$ cat src/rtl/ogd_pkg.sv
// package and field decoder for the 8..e instruction group
// assumes a 16-bit word, bit 0 of the word as the msb (word[15])
`timescale 1ns/10ps
`default_nettype none

package ogd_pkg;
    // leading hex digits
    localparam logic [3:0] DIG_SS_BW = 4'h8;
    localparam logic [3:0] DIG_SS_DJ = 4'h9;
    localparam logic [3:0] DIG_DISP = 4'ha;
    localparam logic [3:0] DIG_TRAP = 4'hb;
    localparam logic [3:0] DIG_RS_BW = 4'hc;
    localparam logic [3:0] DIG_RS_D = 4'hd;
    localparam logic [3:0] DIG_SHORT = 4'he;
    // field positions
    localparam int HALF_BIT = 11;
    localparam int DIR_BIT = 3;
    localparam int IND_A_BIT = 5;
    localparam int IND_E_BIT = 7;
    localparam int AM_DISP_BIT = 1;
    // function codes
    localparam logic [3:0] FN_MOVE = 4'h0;
    localparam logic [3:0] FN_OR = 4'h1;
    localparam logic [3:0] FN_CLEAR_BITS = 4'h2;
    localparam logic [3:0] FN_XOR = 4'h3;
    localparam logic [3:0] FN_COMPARE = 4'h4;
    localparam logic [3:0] FN_MOVE_CLEAR = 4'h5;
    localparam logic [3:0] FN_ADD = 4'h6;
    localparam logic [3:0] FN_SUB = 4'h7;
    localparam logic [3:0] FN_GAP_LO = 4'hc;
    localparam logic [3:0] FN_GAP_HI = 4'hd;
    // reset values
    localparam logic [15:0] WORD_RST = 16'h0000;

    typedef enum logic [3:0] {
        OGD_OP_NONE, OGD_OP_MOVE, OGD_OP_OR, OGD_OP_CLEAR_BITS, OGD_OP_XOR,
        OGD_OP_COMPARE, OGD_OP_MOVE_CLEAR, OGD_OP_ADD, OGD_OP_SUB,
        OGD_OP_JUMP_LINK, OGD_OP_COUNT_JUMP, OGD_OP_DISP_GROUP,
        OGD_OP_SS_GROUP, OGD_OP_MOVE_SHORT, OGD_OP_STACK_GROUP
    } ogd_op_t;

    typedef enum logic [1:0] {OGD_SZ_NONE, OGD_SZ_BYTE, OGD_SZ_WORD, OGD_SZ_DOUBLE} ogd_size_t;

    typedef struct packed {
        ogd_op_t op;
        ogd_size_t size;
        logic [4:0] func;
        logic dir;
        logic [2:0] reg_sel;
        logic [1:0] base1;
        logic [1:0] base2;
        logic [1:0] mode1;
        logic [1:0] mode2;
        logic indirect;
        logic [6:0] short_disp;
        logic need_w1;
        logic need_w2;
        logic soft_trap;
        logic prog_check;
        logic foreign;
    } ogd_dec_t;
endpackage : ogd_pkg

module ogd_field_decode
    import ogd_pkg::*;
(
    // instruction in
    input wire logic [15:0] word,
    // decoded fields out
    output ogd_dec_t dec
);
    logic [3:0] dig;
    logic upper;
    logic [3:0] fn;
    assign dig = word[15:12];
    assign upper = word[HALF_BIT];
    assign fn = word[3:0];

    always_comb begin
        dec = '0;
        dec.reg_sel = word[10:8];
        dec.func = {1'b0, fn};
        unique case (dig)
            DIG_SS_BW, DIG_SS_DJ: begin
                if (dig == DIG_SS_DJ && upper) begin
                    dec.op = OGD_OP_JUMP_LINK;
                end else begin
                    dec.size = (dig == DIG_SS_DJ) ? OGD_SZ_DOUBLE
                             : (upper ? OGD_SZ_WORD : OGD_SZ_BYTE);
                    dec.func = {3'b000, word[1:0]};
                    unique case (word[1:0])
                        2'h0: dec.op = OGD_OP_MOVE;
                        2'h1: dec.op = OGD_OP_OR;
                        2'h2: dec.op = OGD_OP_CLEAR_BITS;
                        2'h3: dec.op = OGD_OP_COMPARE;
                    endcase
                    dec.base1 = word[10:9];
                    dec.base2 = word[8:7];
                    dec.mode1 = word[6:5];
                    dec.mode2 = word[4:3];
                    dec.need_w1 = word[6];
                    dec.need_w2 = word[4];
                end
            end
            DIG_DISP: begin
                if (upper) begin
                    dec.op = OGD_OP_SS_GROUP;
                    dec.base1 = word[10:9];
                    dec.base2 = word[8:7];
                    dec.mode1 = word[6:5];
                    dec.mode2 = word[4:3];
                    dec.func = {2'b00, word[2:0]};
                    dec.need_w1 = word[6];
                    dec.need_w2 = word[4];
                end else begin
                    dec.op = OGD_OP_DISP_GROUP;
                    dec.base1 = word[7:6];
                    dec.indirect = word[IND_A_BIT];
                    dec.func = word[4:0];
                    dec.need_w1 = 1'b1;
                end
            end
            DIG_TRAP: begin
                if (upper) begin
                    dec.op = OGD_OP_COUNT_JUMP;
                end else begin
                    dec.soft_trap = 1'b1;
                end
            end
            DIG_RS_BW, DIG_RS_D: begin
                if (dig == DIG_RS_D && upper) begin
                    dec.prog_check = 1'b1;
                end else begin
                    dec.size = (dig == DIG_RS_D) ? OGD_SZ_DOUBLE
                             : (upper ? OGD_SZ_WORD : OGD_SZ_BYTE);
                    dec.base1 = word[7:6];
                    dec.mode1 = word[5:4];
                    dec.need_w1 = word[4 + AM_DISP_BIT];
                    dec.dir = fn[DIR_BIT];
                    unique case ({1'b0, fn[2:0]})
                        FN_MOVE: dec.op = OGD_OP_MOVE;
                        FN_OR: dec.op = OGD_OP_OR;
                        FN_CLEAR_BITS: dec.op = OGD_OP_CLEAR_BITS;
                        FN_XOR: dec.op = OGD_OP_XOR;
                        FN_COMPARE: dec.op = OGD_OP_COMPARE;
                        FN_MOVE_CLEAR: dec.op = OGD_OP_MOVE_CLEAR;
                        FN_ADD: dec.op = OGD_OP_ADD;
                        default: dec.op = OGD_OP_SUB;
                    endcase
                    if (fn == FN_GAP_LO || fn == FN_GAP_HI) begin
                        dec.op = OGD_OP_NONE;
                        dec.need_w1 = 1'b0;
                        dec.prog_check = 1'b1;
                    end
                end
            end
            DIG_SHORT: begin
                if (upper) begin
                    dec.op = OGD_OP_STACK_GROUP;
                    dec.base1 = word[7:6];
                    dec.mode1 = word[5:4];
                    dec.need_w1 = word[4 + AM_DISP_BIT];
                    if (fn >= FN_GAP_LO) begin
                        dec.op = OGD_OP_NONE;
                        dec.need_w1 = 1'b0;
                        dec.prog_check = 1'b1;
                    end
                end else begin
                    dec.op = OGD_OP_MOVE_SHORT;
                    dec.indirect = word[IND_E_BIT];
                    dec.short_disp = word[6:0];
                end
            end
            default: dec.foreign = 1'b1;
        endcase
    end
endmodule : ogd_field_decode

`default_nettype wire

$ cat src/rtl/ogd_decoder.sv
// top of the 8..e group instruction decoder: accepts a word,
// collects appended address-mode words, presents one decode
// assumes in_* and aw_* come from logic on ref_clk
//
// How it works
// - leading b, second digit 0-7: no execute, soft exception trap
// - leading d, second digit 8-f: illegal operation, program check
// - register-storage direction bit: 0 storage to register, 1 reverse
// - displacement-with-base format decodes an indirect bit for address fetch
// - 10101 format yields two bases, two modes, function, then appended words
// - functions 0-7 storage to register, 8-b,e,f register to storage
`timescale 1ns/10ps
`default_nettype none

module ogd_decoder
    import ogd_pkg::*;
(
    // clock and reset
    input wire logic ref_clk,
    input wire logic srst,
    // instruction word in
    input wire logic in_valid,
    output logic in_ready,
    input wire logic [15:0] in_word,
    // appended address-mode words in
    input wire logic aw_valid,
    output logic aw_ready,
    input wire logic [15:0] aw_word,
    // decode out
    output logic out_valid,
    output ogd_dec_t out_dec,
    output logic [15:0] out_word1,
    output logic [15:0] out_word2
);
    typedef enum logic [1:0] {ST_IDLE, ST_FETCH1, ST_FETCH2, ST_DONE} ogd_state_t;

    ogd_state_t state_ff;
    ogd_state_t nxt_state;
    ogd_dec_t dec_ff;
    ogd_dec_t nxt_dec;
    logic [15:0] word1_ff;
    logic [15:0] word2_ff;
    logic accept;
    logic take_aw;

    ogd_field_decode u_fields (
        .word(in_word),
        .dec(nxt_dec)
    );

    assign in_ready = (state_ff == ST_IDLE);
    assign aw_ready = (state_ff == ST_FETCH1) || (state_ff == ST_FETCH2);
    assign out_valid = (state_ff == ST_DONE);
    assign accept = in_valid && in_ready;
    assign take_aw = aw_valid && aw_ready;
    assign out_dec = dec_ff;
    assign out_word1 = word1_ff;
    assign out_word2 = word2_ff;

    // sequencing
    always_comb begin
        nxt_state = state_ff;
        unique case (state_ff)
            ST_IDLE: begin
                if (accept) begin
                    if (nxt_dec.need_w1) begin
                        nxt_state = ST_FETCH1;
                    end else if (nxt_dec.need_w2) begin
                        nxt_state = ST_FETCH2;
                    end else begin
                        nxt_state = ST_DONE;
                    end
                end
            end
            ST_FETCH1: begin
                if (aw_valid) begin
                    nxt_state = dec_ff.need_w2 ? ST_FETCH2 : ST_DONE;
                end
            end
            ST_FETCH2: begin
                if (aw_valid) begin
                    nxt_state = ST_DONE;
                end
            end
            ST_DONE: nxt_state = ST_IDLE;
        endcase
    end

    always_ff @(posedge ref_clk) begin
        if (srst) begin
            state_ff <= ST_IDLE;
        end else begin
            state_ff <= nxt_state;
        end
    end

    // decode capture
    always_ff @(posedge ref_clk) begin
        if (srst) begin
            dec_ff <= '0;
        end else if (accept) begin
            dec_ff <= nxt_dec;
        end
    end

    // appended word capture
    always_ff @(posedge ref_clk) begin
        if (srst) begin
            word1_ff <= WORD_RST;
            word2_ff <= WORD_RST;
        end else if (accept) begin
            word1_ff <= WORD_RST;
            word2_ff <= WORD_RST;
        end else if (take_aw && state_ff == ST_FETCH1) begin
            word1_ff <= aw_word;
        end else if (take_aw) begin
            word2_ff <= aw_word;
        end
    end
endmodule : ogd_decoder

`default_nettype wire

$ cat config.mk
export PLATFORM = sky130hd
export DESIGN_NAME = ogd_decoder
export DESIGN_NICKNAME = d
export VERILOG_FILES = /design/src/rtl/ogd_pkg.sv /design/src/rtl/ogd_decoder.sv
export SDC_FILE = /design/constraint.sdc
export NUM_CORES = 1
export LEC_CHECK = 0
export ABC_CLOCK_PERIOD_IN_PS = 3100
export BUFFER_PORTS_ARGS = -buffer_cell sky130_fd_sc_hd__buf_2
export CORE_UTILIZATION = 56
export CTS_BUF_LIST = sky130_fd_sc_hd__clkbuf_2 sky130_fd_sc_hd__clkbuf_4 sky130_fd_sc_hd__clkbuf_8
export DETAILED_ROUTE_END_ITERATION = 16
export PLACE_DENSITY = 0.95
export SLEW_MARGIN = 30
export SYNTH_ARGS = -nofsm -noshare
export SYNTH_HDL_FRONTEND = slang
export SYNTH_SLANG_ARGS = --single-unit
$ cat constraint.sdc
create_clock -name ref_clk -period 3.1 [get_ports ref_clk]
set_input_delay 0.465 -clock ref_clk [delete_from_list [all_inputs] [get_ports ref_clk]]
set_output_delay 0.465 -clock ref_clk [all_outputs]
set_load 0.1 [all_outputs]
Yosys cells after proc, flatten, opt, wreduce, memory -nomap -nowiden
Cells that the tools add are included.

storage, ports and cells
  ROM bits = 0
  bits in registers = 70
  bits of input ports = 36
  memories = 0
  latch bits = 0
  RAM bits = 0

operators by class
  bitwise operators = 1
  $add $sub $neg = 0
  $lt $le $gt $ge = 1
  shift-type cells = 0
  divide/modulo/power cells = 0
  multiply operators = 0
  equal/unequal tests = 24
  mux-type cells = 58
  reduce and logical (&&, ||, !) cells = 16

operators with widths
  cell                                                       number
  equality test 4 bit (second input constant)                9
  one-hot mux 4 bit (7 select lines)                         1
  2-to-1 mux 2 bit                                           13
  one-hot mux 2 bit (4 select lines)                         3
  2-to-1 mux 4 bit                                           5
  one-hot mux 4 bit (5 select lines)                         1
  2-to-1 mux 1 bit                                           18
  2-to-1 mux 8 bit                                           2
  one-hot mux 4 bit (4 select lines)                         1
  2-to-1 mux 7 bit                                           2
  2-to-1 mux 6 bit                                           2
  one-hot mux 2 bit (2 select lines)                         3
  one-hot mux 5 bit (2 select lines)                         1
  equality test 3 bit (second input constant)                3
  equality test 2 bit (second input constant)                4
  OR reduction 7 bit                                         1
  equality test 3 x 2 -> 1 bit (second input constant)       2
  one-hot mux 1 bit (2 select lines)                         3
  OR reduction 2 bit                                         3
  logical AND 1 bit                                          5
  2-to-1 mux 5 bit                                           1
  equality test 2 x 1 -> 1 bit (second input constant)       2
  greater-or-equal comparator 4 bit (second input constant)  1
  logical NOT 2 bit                                          2
  10 further kinds                                           12

Longest topological paths before layout
Gate-level depths: netlist of the first run.

  word-level depth = 8
  gate-level depth with buffers = 11
  depth with buffers taken out = 10

By module
From an unflattened synthesis of the first run, not the netlist that was laid out.

second synthesis, totals
  cells, all modules = 436
  area, all modules = 3374.5 um^2

by module, submodules not included
  module            times used  area each (um^2)  cells an instance
  ogd_decoder       1           2613.8            321
  ogd_field_decode  1           760.7             115

Worst setup path before layout of the first run
Ideal clock, no wire load.

  kind = register to register
  start point = register state_ff[0]
  end point = register state_ff[0]
  clock period less this slack = 2392 ps
  stages on the path, launching flop included = 7
  path slack = 708 ps
  data arrival time = 2293 ps
  library setup time = 100 ps
  path buffers = 0
  cells stage by stage = dfxtp_1 inv_1 ha_1 inv_1 o21ai_0 nor2_1 a2111oi_4

between the ends
  word-level cells in the longest chain between the ends = 4
  elaborated cells between the ends (all ways) = 10
  those cells by class = eq/ne: 6; mux: 1; reduce/logical: 3

RTL lines
  element                                  RTL line           text
  start: declaration                       ogd_decoder.sv:37  ogd_state_t state_ff;
  start signal: assignment                 ogd_decoder.sv:93  state_ff <= nxt_state;
  logical NOT 2 bit (*)                    ogd_decoder.sv:51  assign in_ready = (state_ff == ST_IDLE);
  via in_ready                             ogd_decoder.sv:23  output logic in_ready,
  logical AND 1 bit                        ogd_decoder.sv:54  assign accept = in_valid && in_ready;
  != test 2 x 1 -> 1 bit (no source line)  -
  AND reduction 3 bit (no source line)     -

The timed path passes the listed nets; every way through them passes the cells marked *.
A chain may end at the register's enable or synchronous reset.

Worst setup path in the final report of the first run
  start point = register state_ff[0]
  end point = register dec_ff (netlist bit out_dec[19])

between the ends
  word-level cells in the longest chain between the ends = 2

RTL lines
  element                 RTL line            text
  logical NOT 2 bit       ogd_decoder.sv:51
  logical AND 1 bit       ogd_decoder.sv:54
  end signal: assignment  ogd_decoder.sv:102  dec_ff <= nxt_dec;
  end: declaration        ogd_decoder.sv:39   ogd_dec_t dec_ff;

No other way between the ends.

==> results.ini, run 1 <==
[yosys]
yosysWarnings = 0
async_flop_share = 0
synth_top_family_by_area = simple AND/OR/NAND/NOR gates
postSynthCellCount = 396
seq_area_frac_synth = 0.436
synth-simple-area-share = 0.260
ys.flop_type = dfxtp_1
synth_area_um2 = 3170
synth_edf_count = 0
synth_compound_area_frac = 0.184
synth_xor_area_frac = 0
syn_avg_cell_area_um2 = 8.01
synth_fa_ha_area_frac = 0.0592
synth_seq_cells = 69
synth_nets = 447
synth.area.mux_share = 0.00631
ys_types = 53

[clock_network]
clk_latency_ps = 330
cts_resized = 0
ctsHoldBuffers = 0
htreeDepth = 3
cts_root_buffer = clkbuf_8
cts_sinks = 69
post-cts-setup-buffer-count = 0
clock_path_buffers = 2
cts_tree = done
clk_pin_slew_ps = 80
cts_buffers = 9

[global_route]
grt_overflow = 0
use_met3 = 0.0667
busiest_layer = met2
antenna_found_initial = 0
grt_max_degree = 33
grt_use_met2 = 0.487
use_met1 = 0.350
grt_pass1_vias = 2979
grt_pass1_wl_um = 13700
grt_usage = 0.286

[power_and_ir_drop]
total_power_uw = 3360
p_leak_uw = 0.00177
vdd_drop_max_mv = 0.500
p_per_area_nw_per_um2 = 856

[cells_and_area]
fin_cells = 571
drive_gt1_frac = 0.285
num_antenna_cells = 0
mostFrequentLayoutCell = nand2_1
nNetsFinal = 545
areaGrowthSynthToFinish_pct = 23.7
most-common-layout-cells = nand2_1 (110), buf_2 (106), dfxtp_1 (69)

[die]
fp.dieW_um = 77.2
start_util = 0.579
core_area_um2 = 5470
row_count = 27
chipHeight_um = 77.2
dieArea_um2 = 5970
io_pins = 107

[placed_design]
place.gp.congestion = 0.899
io_buffers = 106
hpwl_um = 5860
dp.cells = 555

[critical_path]
start_kind = flip-flop
cp.required_ps = 3330
critical_path_class = reg2reg
critPathMaxFanout = 28
end_kind = flip-flop
cp.arrival_ps = 2340

[status]
status = finished, final reports clean

[timing]
slew_violations = 0
clock_skew_ps = 7.71
relSlewSlack = 0.569
setup_viol = 0
hold_violations = 0
min_period_ps = 2110
timing.setup.tns_ps = 0
worst_pin_slew_ps = 644
grt_setup_unrepaired = false
fin_crit_sh = 0.680
fmax_mhz = 474

[routing]
drtIter0Drc = 136
vias_per_cell = 5.52
first_pass_iters = 5
wl_per_cell_um = 14.3
wirelength_um = 8150
drc_errors = 0
postRouteAntennaNets = 0
via_count = 3151

[min_path]
hold_path_class = in2reg

[flow_run]
drv_cap = 0

-- through the flow --
| step | util | area (µm²) | setup slack [ps] | hold slack (ps) |
|---|---|---|---|---|
| 5_1_grt | 0.717 | 3920 | 770 | 356 |
| 3_5_place_dp | 0.675 | 3690 | 754 | 442 |
| 4_1_cts | 0.717 | 3920 | 975 | 359 |
| 2_1_floorplan | - | 3170 | 708 | 540 |
| 3_3_place_gp | 0.675 | 3690 | 787 | 432 |
| 6_report | 0.717 | 3920 | 991 | 369 |
-- synthesized netlist by cell type (2+ instances only) --
master     number  area share
buf_1           2      0.0024
a21oi_1        62       0.098
nor4_1          2      0.0039
nand3_1        16       0.025
or2_1           2      0.0039
a311oi_1        2      0.0055
and3_1          3      0.0059
buf_6           3       0.011
buf_4           3      0.0071
nand2b_1        2      0.0039
ha_1           15       0.059
nand2_2         2      0.0039
a22oi_1         2      0.0047
o21ai_0        10       0.016
nor3_1          6      0.0095
buf_2           6      0.0095
a221o_1         2      0.0063
clkbuf_1        9       0.011
a31oi_1         2      0.0039
inv_1          11       0.013
nand2_1       110        0.13
nor2b_2         2      0.0055
a221oi_1        2      0.0055
mux2i_1         2      0.0063
nor2_1         20       0.024
and2_1          2      0.0039
a2bb2oi_1       2      0.0055
dfxtp_1        69        0.44
-- logic make-up (layout without fill, tap and decap cells) --
group / count (synthesis) / after routing
buffers and inverters: 35 / 138
multiplexers: 2 / 2
flip-flops: 69 / 69
AO/OA/AOI/OAI: 95 / 95
adder cells (fa/ha/maj): 15 / 15
AND/OR/NAND/NOR: 180 / 180
-- worst paths after layout --
check | startpoint | to | slack, ps | depth (start not counted)
hold reg to reg | out_dec[33] | out_dec[33] | 460 | 2
setup / recovery | state_ff[0] | out_dec[19] | 990 | 7
setup reg to reg | state_ff[0] | out_dec[19] | 990 | 7
hold / removal | aw_word[2] | out_word2[2] | 370 | 3
-- critical path, stage by stage, from the launching register on --
cell and delay, ps:
dfxtp_1 370, inv_1 110, ha_1 280, nand2_2 450
nor3b_1 170, and2_1 220, and3_1 170, a221o_1 240
-- where the power goes --
| part | internal, µW | total, µW | switching (µW) |
|---|---|---|---|
| Clock | 465 | 830 | 364 |
| Sequential | 987 | 1040 | 53.3 |
| Combinational | 252 | 1490 | 1240 |
-- sequential cells by signal (all words and copies together), names as in the netlist --
signal / cells
out_dec: 35
out_word1: 16
out_word2: 16
state_ff: 2
-- final cells by class --
class | count | area (µm²)
sequential | 69 | 1380
inverter | 12 | 45.0
tap | 72 | 90.1
fill | 426 | 1550
multi-input combinational | 292 | 1620
timing repair buffer | 110 | 561
clock inverter | 7 | 105
clock buffer | 9 | 124
-- routing by layer --
layer / part of all wire / routed length [µm] / vias to the layer above
met4: 0.012 / 94 / 0
met2: 0.48 / 3950 / 153
met3: 0.085 / 690 / 13
li1: - / - / 1549
met1: 0.42 / 3410 / 1436
met5: 0 / 0 / -
Note: power is estimated with default switching activity, not from simulation.
==> run 2, diff against run 1 <==
--- a/config.mk
+++ b/config.mk
@@ -5,12 +5,12 @@
 export SDC_FILE = /design/constraint.sdc
 export NUM_CORES = 1
 export LEC_CHECK = 0
-export ABC_CLOCK_PERIOD_IN_PS = 3100
+export ABC_CLOCK_PERIOD_IN_PS = 2000
 export BUFFER_PORTS_ARGS = -buffer_cell sky130_fd_sc_hd__buf_2
-export CORE_UTILIZATION = 56
+export CORE_UTILIZATION = 52
 export CTS_BUF_LIST = sky130_fd_sc_hd__clkbuf_2 sky130_fd_sc_hd__clkbuf_4 sky130_fd_sc_hd__clkbuf_8
 export DETAILED_ROUTE_END_ITERATION = 16
-export PLACE_DENSITY = 0.95
+export PLACE_DENSITY = 0.94
 export SLEW_MARGIN = 30
 export SYNTH_ARGS = -nofsm -noshare
 export SYNTH_HDL_FRONTEND = slang
==> constraint.sdc (replaced) <==
create_clock -name ref_clk -period 2 [get_ports ref_clk]
set_input_delay 0.3 -clock ref_clk [delete_from_list [all_inputs] [get_ports ref_clk]]
set_output_delay 0.3 -clock ref_clk [all_outputs]
set_load 0.1 [all_outputs]
==> run 2 against run 1 <==
  * Sequential share of layout area shrank 0.88 points
  * Clock skew fell by 2.1 ps
  * Hold slack got worse by 170 ps
  * Design area grew 2.6%
  * Register-to-register slack worse by 730 ps
  * Clock power up 39%
  * Die area rose by 7.5%
  * Sequential cell count unchanged
  * Critical path type is now reg2out
  * Largest power group unchanged
  * Highest routed layer unchanged
==> results.ini, run 2 (synthesized netlist as in run 1, its figures left out) <==
[routing]
drtIter0Drc = 117  ; was 136
vias_per_cell = 5.43  ; was 5.52
wl_per_cell_um = 14.0  ; was 14.3 µm
drc_errors = 0  ; unchanged
postRouteAntennaNets = 0  ; unchanged
via_count = 3201  ; was 3151
first_pass_iters = 5  ; unchanged
wirelength_um = 8240  ; was 8150 µm

[power_and_ir_drop]
p_per_area_nw_per_um2 = 1280  ; was 856 nW/µm²
pwr-share-clk = 0.223  ; was 0.247
p_switching_uw = 2520  ; was 1650 µW
vdd_drop_max_mv = 0.821  ; was 0.500 mV
p_sw_frac = 0.489  ; was 0.493
p_leak_uw = 0.00183  ; was 0.00177 µW
power_frac_seq = 0.313  ; was 0.310
internal-power_uw = 2630  ; was 1700 µW
comb_power_share = 0.464  ; was 0.443

[timing]
clock_skew_ps = 5.59  ; was 7.71 ps
relSlewSlack = 0.558  ; was 0.569
whs_ps = 203  ; was 369 ps
grt_setup_unrepaired = false  ; unchanged
worst_pin_slew_ps = 662  ; was 644 ps
setup_viol = 0  ; unchanged
fin_crit_sh = 0.940
slew_violations = 0  ; unchanged
hold_violations = 0  ; unchanged
min_period_ps = 1880
fmax_mhz = 532

[critical_path]
critPathTopFamily = buffers and inverters  ; was simple AND/OR/NAND/NOR gates
cp.required_ps = 1700  ; was 3330 ps
crit_chain = inv_1 -> ha_4 -> buf_2  ; was inv_1 -> ha_1 -> nand2_2 -> nor3b_1 -> and2_1 -> and3_1 -> a221o_1
critical_path_class = reg2out  ; was reg2reg
start_kind = flip-flop  ; unchanged
cpPeakStageDelay_ps = 420  ; was 450 ps
crit_buf_inv = 2  ; was 1
critPathMaxFanout = 5  ; was 28
cp.arrival_ps = 1580  ; was 2340 ps
crit_slowest_cell = buf_2  ; was nand2_2
end_kind = primary output  ; was flip-flop

[die]
core_area_um2 = 5890  ; was 5470 µm²
io_pins = 107  ; unchanged
row_count = 28  ; was 27
fp.dieW_um = 80.1  ; was 77.2 µm
chipHeight_um = 80.1  ; was 77.2 µm
dieArea_um2 = 6410  ; was 5970 µm²
start_util = 0.539  ; was 0.579

[clock_network]
htreeDepth = 3  ; unchanged
ctsHoldBuffers = 0  ; unchanged
clk_pin_slew_ps = 70  ; was 80 ps
clock_path_buffers = 2  ; unchanged
post-cts-setup-buffer-count = 0  ; unchanged
cts_sinks = 69  ; unchanged
clk_latency_ps = 350  ; was 330 ps
cts_buffers = 9  ; unchanged
cts_tree = done  ; unchanged
cts_root_buffer = clkbuf_8  ; unchanged
cts_resized = 0  ; unchanged

[cells_and_area]
fin_cells = 589  ; was 571
largest_reg_flops = 35  ; unchanged
most-common-layout-cells = nand2_1 (110), buf_2 (106), dfxtp_1 (69)  ; unchanged
areaGrowthSynthToFinish_pct = 26.9  ; was 23.7%
num_antenna_cells = 0  ; unchanged
mostFrequentLayoutCell = nand2_1  ; unchanged
nNetsFinal = 560  ; was 545
num-fill-cells = 461  ; was 426
drive_gt1_frac = 0.307  ; was 0.285
final_util = 0.683  ; was 0.717

[status]
status = finished, final reports clean  ; unchanged

[placed_design]
io_buffers = 106  ; unchanged
dp.cells = 573  ; was 555
hpwl_um = 5990  ; was 5860 µm
place.gp.congestion = 0.932  ; was 0.899

[global_route]
grt_pass1_wl_um = 13200  ; was 13700 µm
grt_overflow = 0  ; unchanged
antenna_found_initial = 0  ; unchanged
grt_usage = 0.264  ; was 0.286
grt_max_degree = 33  ; unchanged
grt_pass1_vias = 2881  ; was 2979

[flow_run]
drv_cap = 0  ; unchanged

[min_path]
hold_path_class = in2reg  ; unchanged

-- run 2: changes by cell type in the layout (fill, tap and decap cells not counted) --
cell	previous run	this run
inv_8	1	0
clkbuf_8	9	10
clkinv_4	1	0
ha_4	0	1
buf_4	4	19
ha_1	15	14
clkbuf_4	0	2
inv_6	2	0
clkinv_2	0	2
bufinv_16	2	1
-- run 2: layer usage --
layer,GRT usage,part of all wire
met1,0.339,0.43
met2,0.432,0.47
met4,0.0911,0.017
met5,0,0
met3,0.0636,0.087
-- run 2: layout make-up --
class                           instances  area (µm²)  area share
Tap cell                               75        93.8      0.0233
Clock buffer                           12         153      0.0379
Timing Repair Buffer                  125         673       0.167
Clock inverter                          4        47.5      0.0118
Sequential cell                        69        1380       0.343
Multi-Input combinational cell        292        1630       0.405
Inverter                               12        45.0      0.0112
-- run 2: stage by stage --
step	setup WS (ps)	cell area, µm²	setup TNS (ps)	power [µW]
finish	119	4020	0	5160
detailed placement	-46.9	3820	-46.9	4030
CTS	104	4020	0	5180
global placement	53.9	3820	0	3990
floorplan	85.0	3180	0	3610
global route	72.1	4020	0	5380
-- run 2: power groups by stage --
| stage | clock network [µW] | registers, µW | logic [µW] |
|---|---|---|---|
| floorplan | 0 | 2650 | 962 |
| global route | 1230 | 1630 | 2530 |
| detailed placement | 0 | 1640 | 2390 |
| finish | 1150 | 1610 | 2400 |
| global placement | 0 | 1640 | 2360 |
| CTS | 1170 | 1610 | 2400 |
-- run 2: tightest hold or removal path, cell delays in order --
cell and delay, ps:
buf_2 100, nand2_1 50, a21oi_1 50
-- run 2: worst paths after layout --
check / from / endpoint / slack [ps] / cells past startpoint
worst max-delay path: state_ff[0] / aw_ready / 120 / 3
worst min-delay path: in_word[10] / out_dec[23] / 200 / 3
worst max register to register: state_ff[1] / out_word2[3] / 260 / 6
worst min register to register: out_word2[8] / out_word2[8] / 450 / 2
